**config.mk**
```make
export PLATFORM = sky130hd
export DESIGN_NAME = stage_seq
export DESIGN_NICKNAME = d
export VERILOG_FILES = /design/src/hdl/stage_seq_pkg.sv /design/src/hdl/seconds_tick.sv /design/src/hdl/stage_seq.sv
export VERILOG_INCLUDE_DIRS = /design/src /design/src/hdl
export SDC_FILE = /design/constraint.sdc
export NUM_CORES = 1
export LEC_CHECK = 0
export BUFFER_PORTS_ARGS = -buffer_cell sky130_fd_sc_hd__buf_2
export CAP_MARGIN = 25
export CORE_MARGIN = 2
export CORE_UTILIZATION = 59
export DETAILED_ROUTE_END_ITERATION = 12
export PLACE_DENSITY = 0.77
export SLEW_MARGIN = 10
export SYNTH_ARGS = -nofsm -noshare
export SYNTH_HDL_FRONTEND = slang
export SYNTH_SLANG_ARGS = --single-unit
export TNS_END_PERCENT = 1
```
**constraint.sdc**
```tcl
create_clock -name pclk -period 7.8 [get_ports pclk]
set_clock_uncertainty 0.2 [all_clocks]
set_input_delay 0.78 -clock pclk [delete_from_list [all_inputs] [get_ports pclk]]
set_output_delay 0.78 -clock pclk [all_outputs]
set_load 0.05 [all_outputs]
```
**src/hdl/stage_seq_cfg.svh**
```systemverilog
// Register map, reset values, limits and timing constants of the stage sequencer
`ifndef STAGE_SEQ_CFG_SVH
`define STAGE_SEQ_CFG_SVH

// ---------------------------------------------------------------
// Register byte addresses
// ---------------------------------------------------------------
`define ADDR_MODE       12'h000
`define ADDR_CYCLES     12'h004
`define ADDR_DUR_FIRST  12'h008
`define ADDR_DUR_LAST   12'h044
`define ADDR_STATUS     12'h048

// ---------------------------------------------------------------
// Sequence modes
// ---------------------------------------------------------------
`define MODE_OFF           3'h0
`define MODE_RECIP_STOP    3'h1
`define MODE_CYCLIC_STOP   3'h2
`define MODE_RECIP_MASTER  3'h3
`define MODE_CYCLIC_MASTER 3'h4

// ---------------------------------------------------------------
// Reset values and limits
// ---------------------------------------------------------------
`define CYCLES_RESET     16'h0001
`define CYCLES_MIN       16'h0001
`define CYCLES_MAX       16'h0BB8
`define MASTER_DUR_RESET 16'h0001
`define STAGE_DUR_RESET  16'h0000
`define DUR_MAX          16'h7530
`define DUR_MIN          16'h8AD0

// ---------------------------------------------------------------
// Step positions and status fields
// ---------------------------------------------------------------
`define RECIP_LAST    5'h1F
`define CYCLIC_LAST   5'h0F
`define ST_STAGE_LSB  0
`define ST_RUN_BIT    4
`define ST_DONE_BIT   5
`define ST_REV_BIT    6
`define ST_PAUSE_BIT  7
`define ST_CYCLE_LSB  16

// ---------------------------------------------------------------
// Timing
// ---------------------------------------------------------------
`define ONE_SECOND_S  1

`endif

```
**src/hdl/stage_seq_pkg.sv**
```systemverilog
// Types shared by the stage sequencer files
package stage_seq_pkg;

	// Sequencer states
	typedef enum logic [2:0] {
		SEQ_IDLE,
		SEQ_LOAD,
		SEQ_TIMING,
		SEQ_HOLD_MASTER,
		SEQ_STOPPED
	} seq_state_type;

	// Speed and direction command toward the drive
	typedef struct packed {
		logic        active;
		logic        run;
		logic        stopped;
		logic        reverse_direction;
		logic        forward_direction;
		logic [3:0]  stage;
		logic [11:0] cycle;
	} speed_cmd_type;

	// Whole state of the sequencer
	typedef struct packed {
		seq_state_type    state;
		logic [2:0]       mode;
		logic [15:0]      cycles;
		logic [15:0][15:0] dur;
		logic [4:0]       step;
		logic [11:0]      cycle;
		logic [14:0]      remain;
		logic             reverse;
		logic [31:0]      rdata;
	} seq_regs_type;

endpackage
```
**src/hdl/seconds_tick.sv**
```systemverilog
// One-second tick generator for the stage timer
`timescale 1ns/1ps
module seconds_tick #(
	parameter int TICK_CYCLES = 50_000_000
) (
	// Clock and reset
	input  wire logic pclk,
	input  wire logic presetn,
	input  wire logic ce,
	// Control
	input  wire logic restart,
	input  wire logic run,
	// Tick out
	output logic      tick
);
	localparam int W = $clog2(TICK_CYCLES + 1);

	typedef struct packed {
		logic [W-1:0] count;
	} tick_state_type;

	tick_state_type r;
	tick_state_type n;

	if (TICK_CYCLES < 2) begin : g_check
		$error("seconds_tick: TICK_CYCLES must be at least 2");
	end

	// Counter holds while not running, so a pause keeps the partial second
	always_comb begin
		n = r;
		if (restart) begin
			n.count = '0;
		end else if (run) begin
			if (r.count == W'(TICK_CYCLES - 1)) begin
				n.count = '0;
			end else begin
				n.count = r.count + W'(1);
			end
		end
	end

	// State register
	always_ff @(posedge pclk or negedge presetn) begin
		if (!presetn) begin
			r <= '0;
		end else if (ce) begin
			r <= n;
		end
	end

	// Tick is gated by run, so a pause arriving on the last count leaves no stale pulse
	assign tick = run & ~restart & (r.count == W'(TICK_CYCLES - 1));
endmodule

```
**src/hdl/stage_seq.sv**
```systemverilog
// Automatic multi-stage speed sequencer with APB register access
//
// Decided for this implementation: the register addresses and the APB register port.
`timescale 1ns/1ps
`include "stage_seq_cfg.svh"

// Operation
// RULE_01: Mode zero keeps the sequencer idle and leaves speed to the normal sources.
// RULE_02: Mode 1 runs master, stages 1-15, then 15 back to master (32 steps), then stops.
// RULE_03: Mode 2 runs master, stages 1-15 and wraps (16 steps), stopping after the cycles.
// RULE_04: Mode 3 sequences like mode 1 but then keeps running at master speed.
// RULE_05: Mode 4 sequences like mode 2 but then keeps running at master speed.
// RULE_06: The cycle count ranges 1 to 3000, defaults to 1, and sets cycles before the end.
// RULE_07: The master duration is signed seconds, -30000 to 30000, reset value 1.
// RULE_08: Fifteen stage durations are signed seconds, -30000 to 30000, reset value 0.
// RULE_09: In modes 1-4 the run and pause inputs govern and override other speed sources.
// RULE_10: The current cycle number and stage index are presented while sequencing.
// RULE_11: A negative duration runs reverse, a positive one forward, magnitude as time.
// RULE_12: A stage with zero duration is skipped straight to the next step.
// RULE_13: The stage timer counts the magnitude in one-second ticks, then advances.
// RULE_14: Pause freezes timer and step, and release resumes from the frozen value.
module stage_seq
	import stage_seq_pkg::*;
#(
	parameter int CLK_HZ = 50_000_000
) (
	// Clock, reset and enable
	input  wire logic                  pclk,
	input  wire logic                  presetn,
	input  wire logic                  ce,
	// APB slave
	input  wire logic                  psel,
	input  wire logic                  penable,
	input  wire logic                  pwrite,
	input  wire logic [11:0]           paddr,
	input  wire logic [31:0]           pwdata,
	output logic                       pready,
	output logic [31:0]                prdata,
	output logic                       pslverr,
	// Input terminals
	input  wire logic                  run_in,
	input  wire logic                  pause_in,
	// Speed command path
	output stage_seq_pkg::speed_cmd_type speed_cmd
);
	import stage_seq_pkg::*;

	// ---------------------------------------------------------------
	// Timing constants
	// ---------------------------------------------------------------
	localparam int TICK_CYCLES = `ONE_SECOND_S * CLK_HZ;

	if (CLK_HZ < 2) begin : g_check
		$error("stage_seq: CLK_HZ must be at least 2");
	end

	// ---------------------------------------------------------------
	// State
	// ---------------------------------------------------------------
	seq_regs_type r;
	seq_regs_type n;

	logic        tick;
	logic        tick_run;
	logic        tick_restart;
	logic        setup;
	logic        access;
	logic        dur_hit;
	logic        mapped;
	logic [11:0] dur_off;
	logic [3:0]  dur_idx;
	logic        mode_on;
	logic        recip;
	logic        master_end;
	logic [4:0]  last_step;
	logic [3:0]  cur_stage;
	logic [15:0] cur_dur;
	logic [14:0] cur_mag;
	logic        advance;
	logic [31:0] status_word;

	// Position in the sequence to stage index; back half counts down
	function automatic logic [3:0] stage_of(input logic [4:0] s);
		if (s[4]) begin
			stage_of = 4'(`RECIP_LAST - s);
		end else begin
			stage_of = s[3:0];
		end
	endfunction

	// Clamp a signed duration into its legal range
	function automatic logic [15:0] clamp_dur(input logic [15:0] v);
		if ($signed(v) > $signed(`DUR_MAX)) begin
			clamp_dur = `DUR_MAX;
		end else if ($signed(v) < $signed(`DUR_MIN)) begin
			clamp_dur = `DUR_MIN;
		end else begin
			clamp_dur = v;
		end
	endfunction

	// Clamp the cycle count into its legal range
	function automatic logic [15:0] clamp_cycles(input logic [15:0] v);
		if (v < `CYCLES_MIN) begin
			clamp_cycles = `CYCLES_MIN;
		end else if (v > `CYCLES_MAX) begin
			clamp_cycles = `CYCLES_MAX;
		end else begin
			clamp_cycles = v;
		end
	endfunction

	// ---------------------------------------------------------------
	// Address decode and sequence helpers
	// ---------------------------------------------------------------
	assign setup   = psel & ~penable;
	assign access  = psel & penable;
	assign dur_off = paddr - `ADDR_DUR_FIRST;
	assign dur_idx = dur_off[5:2];
	assign dur_hit = (paddr >= `ADDR_DUR_FIRST) && (paddr <= `ADDR_DUR_LAST)
		&& (paddr[1:0] == 2'h0);
	assign mapped  = (paddr == `ADDR_MODE) || (paddr == `ADDR_CYCLES)
		|| (paddr == `ADDR_STATUS) || dur_hit;

	// Handshake answers at once; a frozen block holds the master off
	assign pready  = ce;
	assign pslverr = access & ~mapped;
	assign prdata  = r.rdata;

	assign mode_on    = (r.mode != `MODE_OFF); // [RULE_01]
	assign recip      = (r.mode == `MODE_RECIP_STOP) || (r.mode == `MODE_RECIP_MASTER);
	assign master_end = (r.mode == `MODE_RECIP_MASTER) || (r.mode == `MODE_CYCLIC_MASTER);
	assign last_step  = recip ? `RECIP_LAST : `CYCLIC_LAST; // [RULE_02] [RULE_03]
	assign cur_stage  = stage_of(r.step);
	assign cur_dur    = r.dur[cur_stage];
	// Sign picks direction, magnitude is the time
	assign cur_mag    = cur_dur[15] ? 15'(16'h0000 - cur_dur) : cur_dur[14:0]; // [RULE_11]

	// Tick counter runs only while timing and not paused
	assign tick_run     = (r.state == SEQ_TIMING) & ~pause_in; // [RULE_14]
	assign tick_restart = (r.state != SEQ_TIMING);

	// Status word for software
	always_comb begin
		status_word = '0;
		status_word[`ST_STAGE_LSB +: 4]  = cur_stage;
		status_word[`ST_RUN_BIT]         = speed_cmd.run;
		status_word[`ST_DONE_BIT]        = (r.state == SEQ_STOPPED)
			|| (r.state == SEQ_HOLD_MASTER);
		status_word[`ST_REV_BIT]         = r.reverse;
		status_word[`ST_PAUSE_BIT]       = pause_in & mode_on;
		status_word[`ST_CYCLE_LSB +: 12] = r.cycle;
	end

	// ---------------------------------------------------------------
	// Next-state logic
	// ---------------------------------------------------------------
	always_comb begin
		n = r;
		advance = 1'b0;

		// Read data is captured in the setup phase so it leaves a flop
		if (setup && !pwrite) begin
			if (paddr == `ADDR_MODE) begin
				n.rdata = {29'h0, r.mode};
			end else if (paddr == `ADDR_CYCLES) begin
				n.rdata = {16'h0, r.cycles};
			end else if (dur_hit) begin
				n.rdata = {16'h0, r.dur[dur_idx]};
			end else if (paddr == `ADDR_STATUS) begin
				n.rdata = status_word; // [RULE_10]
			end else begin
				n.rdata = 32'h0;
			end
		end

		// Writes take effect at the access edge; out-of-range cycles and durations clamp, an out-of-range mode is ignored
		if (access && pwrite) begin
			if (paddr == `ADDR_MODE) begin
				if (pwdata[2:0] <= `MODE_CYCLIC_MASTER) begin
					n.mode = pwdata[2:0];
				end
			end else if (paddr == `ADDR_CYCLES) begin
				n.cycles = clamp_cycles(pwdata[15:0]); // [RULE_06]
			end else if (dur_hit) begin
				n.dur[dur_idx] = clamp_dur(pwdata[15:0]); // [RULE_07] [RULE_08]
			end
		end

		// Sequencer; a dropped run input is a stop command in any state
		case (r.state)
			SEQ_IDLE: begin
				if (mode_on && run_in) begin // [RULE_09]
					n.step  = 5'h00;
					n.cycle = 12'h001;
					n.state = SEQ_LOAD;
				end
			end
			SEQ_LOAD: begin
				if (!pause_in) begin
					if (cur_dur == 16'h0000) begin
						advance = 1'b1; // [RULE_12]
					end else begin
						n.remain  = cur_mag; // [RULE_13]
						n.reverse = cur_dur[15]; // [RULE_11]
						n.state   = SEQ_TIMING;
					end
				end
			end
			SEQ_TIMING: begin
				// Tick never arrives while paused, so the count holds
				if (tick) begin
					if (r.remain == 15'h0001) begin
						advance = 1'b1; // [RULE_13]
					end else begin
						n.remain = r.remain - 15'h0001;
					end
				end
			end
			SEQ_HOLD_MASTER: begin
				n.step    = 5'h00;
				n.reverse = r.dur[0][15];
			end
			SEQ_STOPPED: begin
				n.step = r.step;
			end
			default: begin
				n.state = SEQ_IDLE;
			end
		endcase

		// Move to the next step, next cycle, or the end action
		if (advance) begin
			if (r.step == last_step) begin // [RULE_02] [RULE_03]
				if (r.cycle >= r.cycles[11:0]) begin // [RULE_06]
					n.step = 5'h00;
					if (master_end) begin
						n.reverse = r.dur[0][15];
						n.state   = SEQ_HOLD_MASTER; // [RULE_04] [RULE_05]
					end else begin
						n.state = SEQ_STOPPED; // [RULE_02] [RULE_03]
					end
				end else begin
					n.cycle = r.cycle + 12'h001;
					n.step  = 5'h00;
					n.state = SEQ_LOAD;
				end
			end else begin
				n.step  = r.step + 5'h01;
				n.state = SEQ_LOAD;
			end
		end

		// Mode zero or a stop command returns to idle
		if (!mode_on || !run_in) begin // [RULE_01] [RULE_09]
			n.state   = SEQ_IDLE;
			n.step    = 5'h00;
			n.cycle   = 12'h000;
			n.remain  = 15'h0000;
			n.reverse = 1'b0;
		end
	end

	// ---------------------------------------------------------------
	// State register
	// ---------------------------------------------------------------
	always_ff @(posedge pclk or negedge presetn) begin
		if (!presetn) begin
			r.state   <= SEQ_IDLE;
			r.mode    <= `MODE_OFF;
			r.cycles  <= `CYCLES_RESET;
			r.dur     <= {{15{`STAGE_DUR_RESET}}, `MASTER_DUR_RESET};
			r.step    <= 5'h00;
			r.cycle   <= 12'h000;
			r.remain  <= 15'h0000;
			r.reverse <= 1'b0;
			r.rdata   <= 32'h0;
		end else if (ce) begin
			r <= n;
		end
	end

	// ---------------------------------------------------------------
	// One-second tick
	// ---------------------------------------------------------------
	seconds_tick #(
		.TICK_CYCLES(TICK_CYCLES)
	) u_tick (
		.pclk   (pclk),
		.presetn(presetn),
		.ce     (ce),
		.restart(tick_restart),
		.run    (tick_run),
		.tick   (tick)
	);

	// ---------------------------------------------------------------
	// Speed command outputs
	// ---------------------------------------------------------------
	// Sequencer owns the speed command whenever a mode is enabled
	always_comb begin
		speed_cmd.active  = mode_on; // [RULE_09]
		speed_cmd.run     = (r.state == SEQ_LOAD) || (r.state == SEQ_TIMING)
			|| (r.state == SEQ_HOLD_MASTER);
		speed_cmd.stopped = (r.state == SEQ_STOPPED);
		speed_cmd.reverse_direction = speed_cmd.run & r.reverse; // [RULE_11]
		speed_cmd.forward_direction = speed_cmd.run & ~r.reverse;
		speed_cmd.stage   = cur_stage; // [RULE_10]
		speed_cmd.cycle   = r.cycle;
	end
endmodule

```
==> results.json <==
{
  "status": "finished clean",
  "cp_cell_sequence": "buf_4 -> or3b_2 -> nand2_1 -> a2111oi_0 -> a221oi_1 -> a31oi_1 -> and4bb_1 -> nand4_4 -> a2111oi_4 -> o21ai_0 -> o21ai_2",
  "cp-start-kind": "register",
  "worstSetupPathType": "reg -> reg",
  "layout_setup_ws_ns": 1.97,
  "rsz0062_at_grt": "false",
  "synth_edf_count": 0,
  "io-pin-count": 107,
  "gp_congestion": 0.941,
  "p_comb_frac": 0.141,
  "p_per_area_mw_per_mm2": 194,
  "syn_area_per_cell_um2": 9.45,
  "fin_crit_sh": 0.748,
  "tns_ns": 0,
  "n_fill_cell": 2872,
  "start_util": 0.601,
  "r2r_cells": 11,
  "die_x_um": 195,
  "p_switching_w": 0.00130,
  "die_y_um": 195,
  "multi_input_area_mm2": 0.0111,
  "grt_pass1_vias": 17869,
  "cts_setup_buffers": 0,
  "setup_viol": 0,
  "synth_top_area_share": 0.424,
  "synth.area.top_cells": "dfrtp_1 (42%), mux4_2 (11%), o21ai_0 (7.8%)",
  "drt_wl_total_mm": 66.3,
  "seq_area_mm2": 0.00914,
  "hold_viol": 0,
  "ys_warn_count": 0,
  "cpMaxStageDelayCell": "dfrtp_2",
  "vias": 18888,
  "switching_share": 0.290,
  "dpl.hpwl_mm": 43.8,
  "clkTransAtPathRegs_ns": 0.06,
  "worst_pin_slew_ns": 1.15,
  "grtUsageMet1": 0.475,
  "p_clk_frac": 0.420,
  "grt_first_pass_wirelength_mm": 103,
  "nNetsFinal": 2312,
  "cts_buffers": 40,
  "wl_per_cell_um": 24.3,
  "antenna_found_initial": 1,
  "slew_violations": 0,
  "root_buffer": "clkbuf_16",
  "ant_nets": 0,
  "required_ns": 8.09,
  "postCtsHoldBufs": 0,
  "ys_top_cells_by_count": "nand2_1 (412), dfrtp_1 (363), o21ai_0 (334)",
  "synthFlopType": "dfrtp_1",
  "use_met2": 0.527,
  "synthArstFlopShare": 1.00,
  "ys_types": 100,
  "cts_tree": "done",
  "synth_area_mm2": 0.0214,
  "drive_gt1_frac": 0.164,
  "synth_cells": 2268,
  "ir_worst_vdd_mv": 0.184,
  "drt_iter0_drc": 2308,
  "yosys_register_bits": 365,
  "maxSlewHeadroom": 0.232,
  "io_buffers": 86,
  "min_period_ns": 5.83,
  "dr.pass1.iters": 6,
  "max_stage_delay_ns": 0.86,
  "numClockSinks": 365,
  "worstPathArrival_ns": 6.12,
  "yosys.area.top_type": "dfrtp_1",
  "cp_max_fo": 30,
  "cp-end-kind": "register",
  "pre_cts_ws_ns": 2.24,
  "synth.most_common_cell": "nand2_1",
  "ctsResizeCount": 0,
  "grt-ovfl-total": 0,
  "hold_path.class": "in -> async",
  "max_freq_mhz": 171,
  "power_frac_seq": 0.439,
  "top_usage_layer": "met2",
  "via_per_inst": 6.91,
  "clk_path_buf_depth": 3,
  "dieArea_mm2": 0.0379,
  "seq_area_frac_synth": 0.426,
  "grt_max_degree": 199,
  "p_int_w": 0.00318,
  "cellLeakagePower_nw": 9.91,
  "track_usage": 0.352,
  "diodes": 0,
  "maxCapViolations": 0,
  "area_growth_pct": 7.88,
  "rows": 69,
  "drc": 0,
  "core_area_mm2": 0.0357,
  "clk-insertion-delay-late_ns": 0.58,
  "cts.htree.levels": 2,
  "grt.met3_usage": 0.0934
}
[kinds of logic after synthesis]
| group | share of synthesized area |
|---|---|
| xor gates and xnor gates | 0.0139 |
| other | 0.000175 |
| adders and majority gates | 0.0117 |
| buffers and inverters | 0.0601 |
| and+or+nand+nor | 0.161 |
| DFF | 0.426 |
| AOI/OAI and AO/OA | 0.207 |
| muxes | 0.120 |
[layout by cell type (no fill, tap or decap), drive strengths merged, types with 21 or more instances in the layout]
cell type  Yosys  routed
a21oi        101     101
a22oi         33      33
a31oi         21      21
and3          28      28
buf           97     140
clkbuf       116      57
dfrtp        363     363
inv           52      54
mux4         103     103
nand2        416     416
nand3         50      50
nor2          86      86
nor3          26      26
o21ai        363     363
o22ai         29      29
xor2          21      21
[power groups by stage]
stage	registers (W)	logic (W)	clock network (W)
global route	0.00197	0.000682	0.00198
CTS	0.00197	0.000620	0.00190
global placement	0.00200	0.000607	0
floorplan	0.00197	0.000444	0
detailed placement	0.00200	0.000618	0
finish	0.00197	0.000634	0.00188
[area by class of cell]
type / count / area share
well taps: 461 / 0.0249
inverters: 53 / 0.00860
clock buffers: 57 / 0.0509
repair buffers: 140 / 0.0372
flip-flops and latches: 365 / 0.395
clock inverters: 16 / 0.00509
multi-input cells: 1640 / 0.478
[flip-flops by register name, indices dropped and copies added, names as in the netlist]
register and cells:
prdata 28, r 299, speed_cmd 12, u_tick.r 26
[path summary, 6_finish.rpt]
| kind | start | to | slack, ns |
|---|---|---|---|
| worst max-delay path | r[61] | speed_cmd[4] | 1.97 |
| worst min-delay path | presetn | prdata[24] | 0.01 |
| worst max register to register | r[61] | speed_cmd[4] | 1.97 |
| worst min register to register | prdata[27] | prdata[27] | 0.27 |
| max in group asynchronous | presetn | r[311] | 5.75 |
| min in group pclk | prdata[27] | prdata[27] | 0.27 |
[stage by stage]
step | cells | total power [W] | utilization | area, µm² | hold WS (ns)
6_report | 2732 | 0.00449 | 0.649 | 23100 | 0.0111
3_5_place_dp | 2657 | 0.00262 | 0.612 | 21800 | 0.265
4_1_cts | 2730 | 0.00449 | 0.648 | 23100 | 0.0624
5_1_grt | 2732 | 0.00463 | 0.649 | 23100 | 0.0918
3_3_place_gp | 2656 | 0.00260 | 0.612 | 21800 | 0.255
2_1_floorplan | 2271 | 0.00242 | - | 21400 | 0.250
[critical path: cells and delay by family (launching register included)]
kind / cells / cell delay, ns
compound gates: 6 / 2.61
simple gates: 4 / 1.56
flops: 1 / 0.86
buf+inv: 1 / 0.50
[per-layer routing]
metal  vias to the layer above  share of wire
met4                         0          0.055
met5                         -              0
met3                       268           0.12
met2                      1273           0.44
met1                      9172           0.38
li1                       8175              -
(Power assumes the default switching activity.)
